--- src/rtl/pts_defs.svh ---
// Register map, field positions, reset values and timing counts of the pulse train sequencer
`ifndef PTS_DEFS_SVH
`define PTS_DEFS_SVH

// Register indices; the byte address on the bus is four times the index
`define PTS_IDX_MODE      10'h000
`define PTS_IDX_PERIOD    10'h004
`define PTS_IDX_STATUS    10'h006
`define PTS_IDX_BURST     10'h008
`define PTS_IDX_DURATION  10'h00C
`define PTS_IDX_CTRL      10'h012
`define PTS_IDX_IRQ_STAT  10'h014
`define PTS_IDX_IRQ_CLR   10'h015
`define PTS_IDX_IRQ_EN    10'h016
`define PTS_IDX_BASE      10'h017

`define PTS_ADDR_PERIOD   (`PTS_IDX_PERIOD   << 2)
`define PTS_ADDR_STATUS   (`PTS_IDX_STATUS   << 2)
`define PTS_ADDR_BURST    (`PTS_IDX_BURST    << 2)
`define PTS_ADDR_DURATION (`PTS_IDX_DURATION << 2)
`define PTS_ADDR_CTRL     (`PTS_IDX_CTRL     << 2)
`define PTS_ADDR_IRQ_STAT (`PTS_IDX_IRQ_STAT << 2)
`define PTS_ADDR_IRQ_CLR  (`PTS_IDX_IRQ_CLR  << 2)
`define PTS_ADDR_IRQ_EN   (`PTS_IDX_IRQ_EN   << 2)
`define PTS_ADDR_BASE     (`PTS_IDX_BASE     << 2)

// Control register fields
`define PTS_CTRL_BURST    0
`define PTS_CTRL_IRQ      1
`define PTS_CTRL_START    8
`define PTS_CTRL_STOP     9
`define PTS_CTRL_NEW      10
`define PTS_CTRL_RST      16'h0000

// Status register fields
`define PTS_STAT_BURST    0
`define PTS_STAT_RUN      1
`define PTS_STAT_IRQ      2

// Interrupt status bits
`define PTS_EV_SET_DONE   0
`define PTS_EV_EXHAUSTED  1

// Base time unit: 1000 ns at a 100 ns clock
`define PTS_CLK_NS        100
`define PTS_BASE_NS       1000
`define PTS_BASE_RST      16'((`PTS_BASE_NS + `PTS_CLK_NS - 1) / `PTS_CLK_NS)

`endif

--- src/rtl/pts_pkg.sv ---
// Types shared by the pulse train sequencer modules
package pts_pkg;

    typedef enum logic {
        PTS_STOPPED = 1'b0,
        PTS_RUNNING = 1'b1
    } pts_run_type;

    typedef struct packed {
        logic        burst_en;
        logic [22:0] period;
        logic [22:0] duration;
        logic [22:0] burst;
    } pts_set_type;

    typedef struct packed {
        logic       wr;
        logic       rd;
        logic [9:0] addr;
    } pts_ahb_req_type;

    typedef struct packed {
        pts_run_type     run;
        pts_set_type     active;
        pts_set_type     staged;
        pts_set_type     pending;
        logic            pend_valid;
        logic            irq_en;
        logic [22:0]     cnt;
        logic [22:0]     pulses;
        logic [1:0]      irq_stat;
        logic [1:0]      irq_mask;
        logic [15:0]     base;
        pts_ahb_req_type dph;
        logic [31:0]     rdata;
        logic            out;
        logic            irq;
        logic            ready;
    } pts_core_type;

    typedef struct packed {
        logic [1:0] prev;
    } pts_rise_type;

    typedef struct packed {
        logic [15:0] cnt;
    } pts_tick_type;

endpackage : pts_pkg

--- src/rtl/pts_tick.sv ---
// Base time divider: one-cycle enable pulse every div clock cycles
`timescale 1ns/1ns
module pts_tick
    import pts_pkg::*;
(
    input  wire logic        clk,
    input  wire logic        resetn,
    input  wire logic        en,
    input  wire logic        clr,
    input  wire logic [15:0] div,
    output logic             tick
);
    pts_tick_type r_reg;
    pts_tick_type r_next;
    logic         last;

    // A divisor of zero behaves as one so the engine never stalls
    assign last = (17'(r_reg.cnt) + 17'h00001) >= 17'(div);
    assign tick = en && !clr && last;

    always_comb begin
        r_next = r_reg;
        if (clr || !en || last) begin
            r_next.cnt = 16'h0000;
        end else begin
            r_next.cnt = r_reg.cnt + 16'h0001;
        end
    end

    always_ff @(posedge clk or negedge resetn) begin
        if (!resetn) begin
            r_reg <= '0;
        end else begin
            r_reg <= r_next;
        end
    end
endmodule : pts_tick

--- src/rtl/pts_rise.sv ---
// Rising edge finder for written control bits, compared with the last written value
`timescale 1ns/1ns
module pts_rise
    import pts_pkg::*;
(
    input  wire logic       clk,
    input  wire logic       resetn,
    input  wire logic       strobe,
    input  wire logic [1:0] din,
    output logic      [1:0] rise
);
    pts_rise_type r_reg;
    pts_rise_type r_next;

    assign rise = strobe ? (din & ~r_reg.prev) : 2'h0;

    always_comb begin
        r_next = r_reg;
        if (strobe) begin
            r_next.prev = din;
        end
    end

    always_ff @(posedge clk or negedge resetn) begin
        if (!resetn) begin
            r_reg <= '0;
        end else begin
            r_reg <= r_next;
        end
    end
endmodule : pts_rise

--- src/rtl/pts_sequencer.sv ---
// Pulse train burst sequencer with its AHB-Lite register slave
//
// Register access over AHB-Lite was left to the implementer.
`timescale 1ns/1ns
`include "pts_defs.svh"
module pts_sequencer
    import pts_pkg::*;
(
    input  wire logic        CLK,
    input  wire logic        RESETN,
    input  wire logic        HSEL,
    input  wire logic [31:0] HADDR,
    input  wire logic [1:0]  HTRANS,
    input  wire logic        HWRITE,
    input  wire logic [2:0]  HSIZE,
    input  wire logic [31:0] HWDATA,
    input  wire logic        HREADY,
    output logic             HREADYOUT,
    output logic      [31:0] HRDATA,
    output logic             HRESP,
    output logic             PULSE_OUT,
    output logic             IRQ
);
    pts_core_type r_reg;
    pts_core_type r_next;

    logic        ctrl_wr;
    logic [1:0]  ctrl_rise;
    logic        start_rise;
    logic        stop_rise;
    logic        commit;
    logic        defer;
    logic        tick;
    logic        running;
    logic        wrap;
    logic        burst_mode;
    logic        set_done;
    logic        addr_ok;
    pts_set_type new_set;

    assign running    = (r_reg.run == PTS_RUNNING);
    assign ctrl_wr    = r_reg.dph.wr && (r_reg.dph.addr == 10'(`PTS_ADDR_CTRL));
    assign start_rise = ctrl_rise[0];
    assign stop_rise  = ctrl_rise[1];
    assign commit     = ctrl_wr && HWDATA[`PTS_CTRL_NEW];
    assign burst_mode = r_reg.active.burst_en && (r_reg.active.burst != 23'h000000);
    // A set is deferred only behind a burst that is actually counting
    assign defer      = running && burst_mode;
    assign wrap       = running && tick
                        && ((24'(r_reg.cnt) + 24'h000001) >= 24'(r_reg.active.period));
    assign set_done   = wrap && burst_mode
                        && ((r_reg.pulses + 23'h000001) == r_reg.active.burst);
    assign addr_ok    = (HADDR[31:10] == 22'h000000) && (HADDR[1:0] == 2'h0);

    // The mode bit travels with the commit write, the rest from staged values
    always_comb begin
        new_set          = r_reg.staged;
        new_set.burst_en = HWDATA[`PTS_CTRL_BURST];
    end

    pts_rise u_rise (
        .clk    (CLK),
        .resetn (RESETN),
        .strobe (ctrl_wr),
        .din    (HWDATA[`PTS_CTRL_STOP:`PTS_CTRL_START]),
        .rise   (ctrl_rise)
    );

    pts_tick u_tick (
        .clk    (CLK),
        .resetn (RESETN),
        .en     (running),
        .clr    (start_rise),
        .div    (r_reg.base),
        .tick   (tick)
    );

    ////////////////////////////////////////////////////////////////////////////////
    // Next state
    always_comb begin
        r_next       = r_reg;
        r_next.ready = 1'h1;

        // Address phase capture; reads are answered without wait states
        r_next.dph   = '0;
        r_next.rdata = 32'h00000000;
        if (HSEL && HREADY && HTRANS[1] && addr_ok) begin
            r_next.dph.wr   = HWRITE;
            r_next.dph.rd   = !HWRITE;
            r_next.dph.addr = HADDR[9:0];
            if (!HWRITE) begin
                if (HADDR[9:0] == 10'(`PTS_ADDR_PERIOD)) begin
                    r_next.rdata = {9'h000, r_reg.active.period};
                end else if (HADDR[9:0] == 10'(`PTS_ADDR_DURATION)) begin
                    r_next.rdata = {9'h000, r_reg.active.duration};
                end else if (HADDR[9:0] == 10'(`PTS_ADDR_BURST)) begin
                    r_next.rdata = {9'h000, r_reg.active.burst};
                end else if (HADDR[9:0] == 10'(`PTS_ADDR_STATUS)) begin
                    r_next.rdata[`PTS_STAT_BURST] = r_reg.active.burst_en;
                    r_next.rdata[`PTS_STAT_RUN]   = running;
                    r_next.rdata[`PTS_STAT_IRQ]   = r_reg.irq_en;
                end else if (HADDR[9:0] == 10'(`PTS_ADDR_IRQ_STAT)) begin
                    r_next.rdata = {30'h00000000, r_reg.irq_stat};
                end else if (HADDR[9:0] == 10'(`PTS_ADDR_IRQ_EN)) begin
                    r_next.rdata = {30'h00000000, r_reg.irq_mask};
                end else if (HADDR[9:0] == 10'(`PTS_ADDR_BASE)) begin
                    r_next.rdata = {16'h0000, r_reg.base};
                end
                // Control and clear registers are write-only and read zero
            end
        end

        // Data phase writes of the staged values and local registers
        if (r_reg.dph.wr) begin
            if (r_reg.dph.addr == 10'(`PTS_ADDR_PERIOD)) begin
                r_next.staged.period = HWDATA[22:0];
            end else if (r_reg.dph.addr == 10'(`PTS_ADDR_DURATION)) begin
                r_next.staged.duration = HWDATA[22:0];
            end else if (r_reg.dph.addr == 10'(`PTS_ADDR_BURST)) begin
                r_next.staged.burst = HWDATA[22:0];
            end else if (r_reg.dph.addr == 10'(`PTS_ADDR_IRQ_EN)) begin
                r_next.irq_mask = HWDATA[1:0];
            end else if (r_reg.dph.addr == 10'(`PTS_ADDR_BASE)) begin
                r_next.base = HWDATA[15:0];
            end
        end
        if (ctrl_wr) begin
            r_next.irq_en = HWDATA[`PTS_CTRL_IRQ];
        end

        // Pulse engine, advanced on the base time enable
        if (wrap) begin
            r_next.cnt = 23'h000000;
            if (burst_mode) begin
                r_next.pulses = r_reg.pulses + 23'h000001;
            end
        end else if (running && tick) begin
            r_next.cnt = r_reg.cnt + 23'h000001;
        end

        // End of a set: chain the pending set or stop on the spot
        if (set_done) begin
            r_next.pulses = 23'h000000;
            if (r_reg.pend_valid) begin
                r_next.active     = r_reg.pending;
                r_next.pend_valid = 1'h0;
            end else begin
                r_next.run = PTS_STOPPED;
            end
        end

        // A commit after an end of set in the same cycle refills pending
        if (commit) begin
            if (defer) begin
                r_next.pending    = new_set;
                r_next.pend_valid = 1'h1;
            end else begin
                r_next.active     = new_set;
                r_next.pend_valid = 1'h0;
                r_next.cnt        = 23'h000000;
                r_next.pulses     = 23'h000000;
            end
        end

        // Start while stopped begins the period from its beginning; halt wins over start
        if (start_rise && !running) begin
            r_next.run    = PTS_RUNNING;
            r_next.cnt    = 23'h000000;
            r_next.pulses = 23'h000000;
        end
        if (stop_rise) begin
            r_next.run        = PTS_STOPPED;
            r_next.cnt        = 23'h000000;
            r_next.pulses     = 23'h000000;
            r_next.pend_valid = 1'h0;
        end

        // Sticky events: a set in the clearing cycle survives the clear
        if (r_reg.dph.wr && (r_reg.dph.addr == 10'(`PTS_ADDR_IRQ_CLR))) begin
            r_next.irq_stat = r_reg.irq_stat & ~HWDATA[1:0];
        end
        if (set_done && r_reg.irq_en) begin
            r_next.irq_stat[`PTS_EV_SET_DONE] = 1'h1;
        end
        if (set_done && !r_reg.pend_valid && !(commit && defer)) begin
            r_next.irq_stat[`PTS_EV_EXHAUSTED] = 1'h1;
        end
        // A commit landing on the end of set still chains, so it must not stop
        if (set_done && !r_reg.pend_valid && commit && defer) begin
            r_next.active     = new_set;
            r_next.pend_valid = 1'h0;
            r_next.run        = stop_rise ? PTS_STOPPED : PTS_RUNNING;
        end

        r_next.out = (r_next.run == PTS_RUNNING)
                     && (r_next.cnt < r_next.active.duration);
        r_next.irq = |(r_next.irq_stat & r_next.irq_mask);
    end

    always_ff @(posedge CLK or negedge RESETN) begin
        if (!RESETN) begin
            r_reg      <= '0;
            r_reg.base <= `PTS_BASE_RST;
        end else begin
            r_reg <= r_next;
        end
    end

    assign HREADYOUT = r_reg.ready;
    assign HRDATA    = r_reg.rdata;
    assign HRESP     = 1'h0;
    assign PULSE_OUT = r_reg.out;
    assign IRQ       = r_reg.irq;
endmodule : pts_sequencer

--- config.mk ---
export PLATFORM = sky130hd
export DESIGN_NAME = pts_sequencer
export DESIGN_NICKNAME = d
export VERILOG_FILES = /design/src/rtl/pts_pkg.sv /design/src/rtl/pts_tick.sv /design/src/rtl/pts_rise.sv /design/src/rtl/pts_sequencer.sv
export VERILOG_INCLUDE_DIRS = /design/src /design/src/rtl
export SDC_FILE = /design/constraint.sdc
export NUM_CORES = 1
export LEC_CHECK = 0
export CAP_MARGIN = 40
export CORE_MARGIN = 3
export CORE_UTILIZATION = 62
export CTS_CLUSTER_DIAMETER = 50
export DETAILED_ROUTE_END_ITERATION = 10
export DONT_BUFFER_PORTS = 1
export PLACE_DENSITY_LB_ADDON = 0.25
export SLEW_MARGIN = 20
export SYNTH_ARGS = -nofsm -noshare
export SYNTH_HDL_FRONTEND = slang
export SYNTH_HIERARCHICAL = 1
export SYNTH_SLANG_ARGS = --single-unit
--- constraint.sdc ---
create_clock -name CLK -period 8.7 [get_ports CLK]
set_input_delay 1.305 -clock CLK [delete_from_list [all_inputs] [get_ports CLK]]
set_output_delay 1.305 -clock CLK [all_outputs]
set_load 0.03 [all_outputs]
# After elaboration in Yosys (flattened, before gate mapping)
# Cells that the tools add are included.
# word_totals
register_bits,342
in_bits,74
out_inout_bits,36
word_cells,144
# classes
n_addsub,5
n_lt_le_gt_ge,3
eq_ne,15
muxes,45
n_bitwise,9
reduce_logical,40
# ops
operator,count
2-to-1 mux 70 bit,3
2-to-1 mux 32 bit,6
2-to-1 mux 46 bit,4
2-to-1 mux 71 bit,2
2-to-1 mux 23 bit,5
2-to-1 mux 18 bit,4
"== test 10 x 7 -> 1 bit, second input constant",7
2-to-1 mux 16 bit,4
"adder 23 x 1 -> 23 bit, second input constant",2
2-to-1 mux 44 bit,1
"== test 10 x 6 -> 1 bit, second input constant",4
"== test 10 x 5 -> 1 bit, second input constant",3
2-to-1 mux 29 bit,1
"adder 23 x 1 -> 24 bit, second input constant",1
greater-or-equal comparator 24 x 23 -> 1 bit,1
== test 23 bit,1
logical AND 1 bit,23
< comparator 23 bit,1
nonzero test 23 bit,1
logical NOT 22 bit,1
"adder 16 x 1 -> 17 bit, second input constant",1
greater-or-equal comparator 17 x 16 -> 1 bit,1
"adder 16 x 1 -> 16 bit, second input constant",1
2-to-1 mux 1 bit,11
other kinds (14),28

# Longest topological paths before layout
# Gate-level depths: netlist (run 1).
# logic_depth
depth_word,17
ltp_mapped,31
mapped_depth_nobuf,29

# Cells and area by module
# The synthesis (run 1) kept the hierarchy.
# modules_own_cells
mod,n_inst,cells_per_inst,area_per_inst_um2,seq_area_each_um2
pts_sequencer,1,1415,16379.5,7885.1
pts_tick,1,148,1242.4,400.4
pts_rise,1,6,92.6,50.0

# Worst setup path before layout (run 1)
# Ideal clock, no wire load.
# synth_timing
kind,flip-flop to flip-flop
from,register r_reg[90] (netlist bit)
to,register r_reg (netlist bit PULSE_OUT)
setup_ns,0.125
t_arrival_ns,6.969
required_time_ns,8.575
setup_slack_ns,1.606
path_stages_with_launch,31
n_path_buf,2
period_less_slack_ns,7.094
cell_sequence,dfrtp_1 -> ha_1 -> nand3_1 -> nor4_1 -> nand4_1 -> nor2_1 -> and3_1 -> and3_1 -> nand3_1 -> xnor2_1 -> ha_1 -> nand3_1 -> or3_1 -> a2111oi_1 -> o21ai_1 -> or4_4 -> or2_1 -> buf_6 -> buf_6 -> mux2_2 -> mux2i_1 -> ha_1 -> a21o_1 -> a21o_1 -> a21o_1 -> a21oi_1 -> nor2b_1 -> o21ai_0 -> nand2b_1 -> a221o_1 -> a2111oi_0
# synth_lines
element,line,text
start: declaration,pts_sequencer.sv:24,pts_core_type r_reg;
start signal: assignment,pts_sequencer.sv:205,r_reg <= r_next;

==> impl_metrics.toml, run 1 <==
[status]
status = "complete, no violations"

[detailed_routing]
dr_wl_met3_um = 2760
top_layer = "met4"
wirelength_um = 41900
drc = 0
ant_nets = 0
via_per_inst = 6.11
wl_met2_um = 19400
drt-met1-wl_um = 18500
via_count = 11900
wl_per_cell_um = 21.5
first_pass_iters = 6
drt-initial-drc-count = 940

[synth]
synth_edf_count = 0
synth_seq_area_share = 0.471
synth-simple-area-share = 0.122
synth_top_family_by_area = "multiplexers"
ys_seq_elements = 333
synth_xor_area_frac = 0.0524
syn-instance-count = 1569
synth_fa_ha_area_frac = 0.0452
synth_compound_area_frac = 0.0542
yosys-mux-area-fraction = 0.212
syn_area_per_cell_sq_um = 11.3
ys.flop_type = "dfrtp_1"
postSynth.asyncResetShare = 1.00
synth_cell_type_count = 76
netlist_area_sq_um = 17700
synth-warning-count = 6

[sta]
clock.fmax_mhz = 125
worstMarginPinSlew_ns = 1.05
slew_violations = 0
finalSetupViolations = 0
rsz0062_at_grt = "false"
fin_skew_ns = 0.0261
max-slew-margin-rel = 0.302
hold_ws_ns = 0.460
fin_crit_sh = 0.921
hold_viol_final = 0
fin_tns_setup_ns = 0
fin_crit_ns = 8.02

[critical_path]
crit_type = "reg -> reg"
crit_path_max_fanout = 35
reg2reg_from = "r_reg[90]$_DFF_PN0_"
regToRegEndpoint = "PULSE_OUT$_DFF_PN0_"
critical_path_required_ns = 9.07
slowest_stage = "or4_4"
reg2reg_slack_ns = 0.68
r2r_cells = 29
crit_cells = 29
endpoint_kind = "flop"
cp-start-kind = "flop"
worstPathArrival_ns = 8.38
critPathTopFamily = "simple AND/OR/NAND/NOR gates"
slowest_delay_ns = 0.56
crit_buf_inv = 1

[finish]
largest_reg_flops = 219
nets = 1676
instances_no_fill = 1947
final_cell_mix = "331 x dfrtp_1, 279 x mux2_2, 124 x nor2_1"
area_delta_synth_final_pct = 8.32
final_common_cell = "dfrtp_1"
final_core_util = 0.687
drive_gt1_frac = 0.261

[global_routing]
grt_max_degree = 334
grt_pass1_wl_um = 66600
grt_pass1_vias = 12100
grt_overflow = 0
antenna_found_initial = 1
grt_use_total = 0.274

[power_and_ir_drop]
leakagePower_nw = 9.36
power_density_nw_per_um2 = 170
ir_worst_vdd_uv = 166

[place]
portBuffers = 0
place.gp.congestion = 0.922
hpwl_um = 28100
dp.cells = 1873

[clocking]
clockBufferDepth = 3
clk_latency_ns = 0.54
cts.sinks = 333
clkTransAtPathRegs_ns = 0.06
root_buffer = "clkbuf_16"
htree_levels = 2
cts_tree = "done"
numCtsBuffers = 39

[floorplan]
die_area_sq_um = 30600
rows = 61
initial_core_util = 0.634
io_pins = 110
core_sq_um = 27900
die_width_um = 175
die_y_um = 175

[worst_hold_path]
hold_class = "in -> async"

[flow_run]
cap_violations = 0
-- worst max path at each step --
stage | startpoint | endpoint | slack [ns]
after CTS | r_reg[90]$_DFF_PN0_ | PULSE_OUT$_DFF_PN0_ | 0.45
after global routing | r_reg[90]$_DFF_PN0_ | PULSE_OUT$_DFF_PN0_ | 0.1
after floorplan | r_reg[90]$_DFF_PN0_ | PULSE_OUT$_DFF_PN0_ | 1.61
final | r_reg[90]$_DFF_PN0_ | PULSE_OUT$_DFF_PN0_ | 0.68
after detailed placement | r_reg[90]$_DFF_PN0_ | PULSE_OUT$_DFF_PN0_ | 0.57
after global placement | r_reg[90]$_DFF_PN0_ | PULSE_OUT$_DFF_PN0_ | 0.74
-- layer usage --
layer	GRT usage	vias to the layer above
met1	0.382	5945
met4	0.0818	0
met3	0.0511	89
met5	0	-
met2	0.443	408
li1	-	5456
-- metrics by stage --
stage	instance area (sq um)	power (mW)	worst slack, ns
CTS	19100	3.29	0.452
finish	19200	3.26	0.683
global placement	17800	1.64	0.739
floorplan	17800	1.64	1.61
global route	19200	3.36	0.0957
detailed placement	17800	1.64	0.569
-- what timing repair did --
item,CTS,global route
setup buffers,0,0
hold buffers,0,0
resized for setup,0,2
setup endpoints to repair,0,1
-- kinds of logic after synthesis --
logic type | after synthesis
AND/OR/NAND/NOR | 427
flip-flops | 333
multiplexers | 331
buffers and inverters | 154
AO/OA/AOI/OAI | 152
XOR/XNOR | 106
adder cells (fa/ha/maj) | 64
other | 2
-- area by class of cell --
cell class	instances	area, sq um
clock buffers	53	1120
well taps	378	473
inverters	54	203
multi-input cells	1093	8690
diodes	1	2.50
flip-flops and latches	333	8340
clock inverters	18	209
fillers	2077	8750
repair buffers	17	159
-- power by group --
part	switching, mW	total [mW]	internal, mW
registers	0.0136	1.58	1.57
logic	0.0160	0.0328	0.0168
clock network	0.668	1.65	0.978
total	0.698	3.26	2.56
-- cells in the mapped netlist (all sizes together) (3+ instances only) --
master     n  share of area
dfrtp    331           0.47
mux2     298           0.19
nor2     125          0.026
nand2    105          0.022
ha        64          0.045
buf       62          0.024
xnor2     59          0.029
inv       54          0.011
xor2      47          0.023
a21oi     46          0.013
o21ai     44          0.012
clkbuf    38         0.0081
mux2i     33          0.019
nand3     33         0.0096
nand4     32          0.012
nor4      25         0.0097
nor3      23         0.0065
and2      18         0.0064
a21o      11         0.0047
and3      11         0.0039
and4      10         0.0051
a211oi     8         0.0034
nor2b      8         0.0028
or3        6         0.0021
o211ai     5         0.0024
or4        5         0.0025
a2111oi    4         0.0024
a22o       4         0.0020
a31oi      4         0.0014
nand2b     4         0.0014
o21a       4         0.0017
a221o      3         0.0017
a31o       3         0.0015
and3b      3         0.0017
nor3b      3         0.0013
nor4b      3         0.0015
or2        3         0.0011
Note: power is estimated with default switching activity, not from simulation.
==> inputs of run 2 (changes only) <==
--- a/config.mk
+++ b/config.mk
@@ -12,7 +12,7 @@
 export CTS_CLUSTER_DIAMETER = 50
 export DETAILED_ROUTE_END_ITERATION = 10
 export DONT_BUFFER_PORTS = 1
-export PLACE_DENSITY_LB_ADDON = 0.25
+export PLACE_DENSITY = 0.78
 export SLEW_MARGIN = 20
 export SYNTH_ARGS = -nofsm -noshare
 export SYNTH_HDL_FRONTEND = slang
==> run 2 against run 1 <==
  * Power barely moved
  * Worst hold slack gained 0.019 ns
  * Fmax fell by 2.2%
  * Critical path depth decreased by 3
  * Clock skew down 0.0029 ns
  * Critical path type unchanged
  * Critical endpoint unchanged
  * Highest routed layer unchanged
==> impl_metrics.toml, run 2 (synthesized netlist as in run 1, its figures left out) <==
[critical_path]
reg2reg_slack_ns = 0.51
reg2reg_from = "r_reg[90]$_DFF_PN0_"
endpoint_kind = "flop"
r2r_cells = 26
crit_type = "reg -> reg"
worstPathArrival_ns = 8.58
critical_path_required_ns = 9.09
regToRegEndpoint = "PULSE_OUT$_DFF_PN0_"
crit_path_max_fanout = 33
cp-start-kind = "flop"

[detailed_routing]
ant_nets = 0
dr_wl_met3_um = 3110
via_per_inst = 6.15
top_layer = "met4"
first_pass_iters = 5
drt-met1-wl_um = 18300
drt-initial-drc-count = 998
wl_per_cell_um = 21.9
wl_met2_um = 19200
drc = 0
wirelength_um = 42700
via_count = 12000

[clocking]
clockBufferDepth = 3
clk_latency_ns = 0.54
htree_levels = 2
numCtsBuffers = 40
cts.sinks = 333
cts_tree = "done"
root_buffer = "clkbuf_16"
clkTransAtPathRegs_ns = 0.05

[place]
portBuffers = 0
hpwl_um = 28800
place.gp.congestion = 0.949

[power_and_ir_drop]
ir_worst_vdd_uv = 149
leakagePower_nw = 9.37
power_mw = 3.26
power_density_nw_per_um2 = 170

[global_routing]
grt_pass1_vias = 12100
grt_pass1_wl_um = 67000
antenna_found_initial = 1
grt_use_total = 0.278
grt_overflow = 0
grt_max_degree = 334

[finish]
largest_reg_flops = 219
nets = 1682
drive_gt1_frac = 0.261
final_cell_mix = "331 x dfrtp_1, 279 x mux2_2, 124 x nor2_1"
final_common_cell = "dfrtp_1"
fillers = 2015
area_delta_synth_final_pct = 8.54

[sta]
max-slew-margin-rel = 0.361
hold_viol_final = 0
fin_crit_ns = 8.19
worstMarginPinSlew_ns = 0.958
clock.fmax_mhz = 122
fin_tns_setup_ns = 0
slew_violations = 0
finalSetupViolations = 0
fin_crit_sh = 0.942
rsz0062_at_grt = "false"
fin_skew_ns = 0.0232

[floorplan]
die_y_um = 175
rows = 61
die_width_um = 175
initial_core_util = 0.634
die_area_sq_um = 30600
io_pins = 110
core_sq_um = 27900

[worst_hold_path]
hold_class = "in -> async"

[status]
status = "complete, no violations"

[flow_run]
cap_violations = 0
==> run 2: changes by cell type in the layout (fill, tap and decap cells not counted), sizes merged <==
cell / delta
clkinv: -3
clkbuf: +3
buf: +5
clkinvlp: +2
inv: -2
==> run 2: timing repair <==
action                                  in CTS  in global routing
hold endpoints to repair                     0                  0
endpoints found under the setup margin       0                  1
resized for setup                            0                  2
setup buffers                                0                  0
hold buffers                                 0                  0
==> run 2: how the worst max path moves through the flow <==
stage | from | to | slack, ns | cells after the start
finish | r_reg[90]$_DFF_PN0_ | PULSE_OUT$_DFF_PN0_ | 0.51 | 26
global route | r_reg[90]$_DFF_PN0_ | PULSE_OUT$_DFF_PN0_ | 0.09 | 26
CTS | r_reg[90]$_DFF_PN0_ | PULSE_OUT$_DFF_PN0_ | 0.31 | 26
detailed placement | r_reg[90]$_DFF_PN0_ | PULSE_OUT$_DFF_PN0_ | 0.59 | 29
global placement | r_reg[90]$_DFF_PN0_ | PULSE_OUT$_DFF_PN0_ | 0.81 | 29
floorplan | r_reg[90]$_DFF_PN0_ | PULSE_OUT$_DFF_PN0_ | 1.61 | 30
==> run 2: layout make-up <==
| class | count | area [sq um] | share of cell area |
|---|---|---|---|
| clock buffers | 56 | 1150 | 0.0599 |
| well taps | 378 | 473 | 0.0246 |
| repair buffers | 22 | 205 | 0.0107 |
| inverters | 54 | 203 | 0.0105 |
| diodes | 1 | 2.50 | 0.000130 |
| flip-flops and latches | 333 | 8340 | 0.434 |
| multi-input cells | 1093 | 8690 | 0.452 |
| clock inverters | 15 | 168 | 0.00872 |
==> run 2: power by group <==
| part | switching (mW) | leakage, nW | internal (mW) | total (mW) |
|---|---|---|---|---|
| clock network | 0.655 | 0.631 | 0.992 | 1.65 |
| registers | 0.0140 | 4.48 | 1.57 | 1.58 |
| logic | 0.0157 | 4.26 | 0.0168 | 0.0325 |
| total | 0.685 | 9.37 | 2.57 | 3.26 |
==> run 2: critical path, stage by stage (launching register included) <==
cell and delay [ns]:
dfrtp_1 0.44, ha_1 0.27, nand3_1 0.28, nor4_4 0.45
nand4_1 0.28, nor2_1 0.30, and3_1 0.25, and3_1 0.27
nand3_1 0.13, xnor2_1 0.15, ha_1 0.29, nand3_1 0.09
or3_1 0.45, a2111oi_1 0.33, buf_4 0.20, o21ai_1 0.09
or4_4 0.56, or2_4 0.45, buf_4 0.29, mux2_2 0.29
mux2i_1 0.24, ha_1 0.29, nor2b_1 0.15, a2111oi_0 0.54
o21ai_0 0.23, a221o_1 0.34, a2111oi_0 0.39
==> run 2: through the flow <==
stage	hold WS, ns	std cells	utilization	area (sq um)	worst slack (ns)
finish	0.480	1952	0.688	19200	0.506
global route	0.462	1951	0.688	19200	0.0927
CTS	0.463	1949	0.687	19200	0.311
detailed placement	0.492	1878	0.640	17900	0.587
global placement	0.481	1875	0.638	17800	0.813
floorplan	0.472	1580	-	17800	1.61
==> run 2: per-layer routing <==
| metal | up-vias | GRT usage |
|---|---|---|
| met5 | - | 0 |
| met4 | 0 | 0.126 |
| met3 | 102 | 0.0585 |
| met2 | 449 | 0.432 |
| met1 | 5986 | 0.377 |
| li1 | 5460 | - |
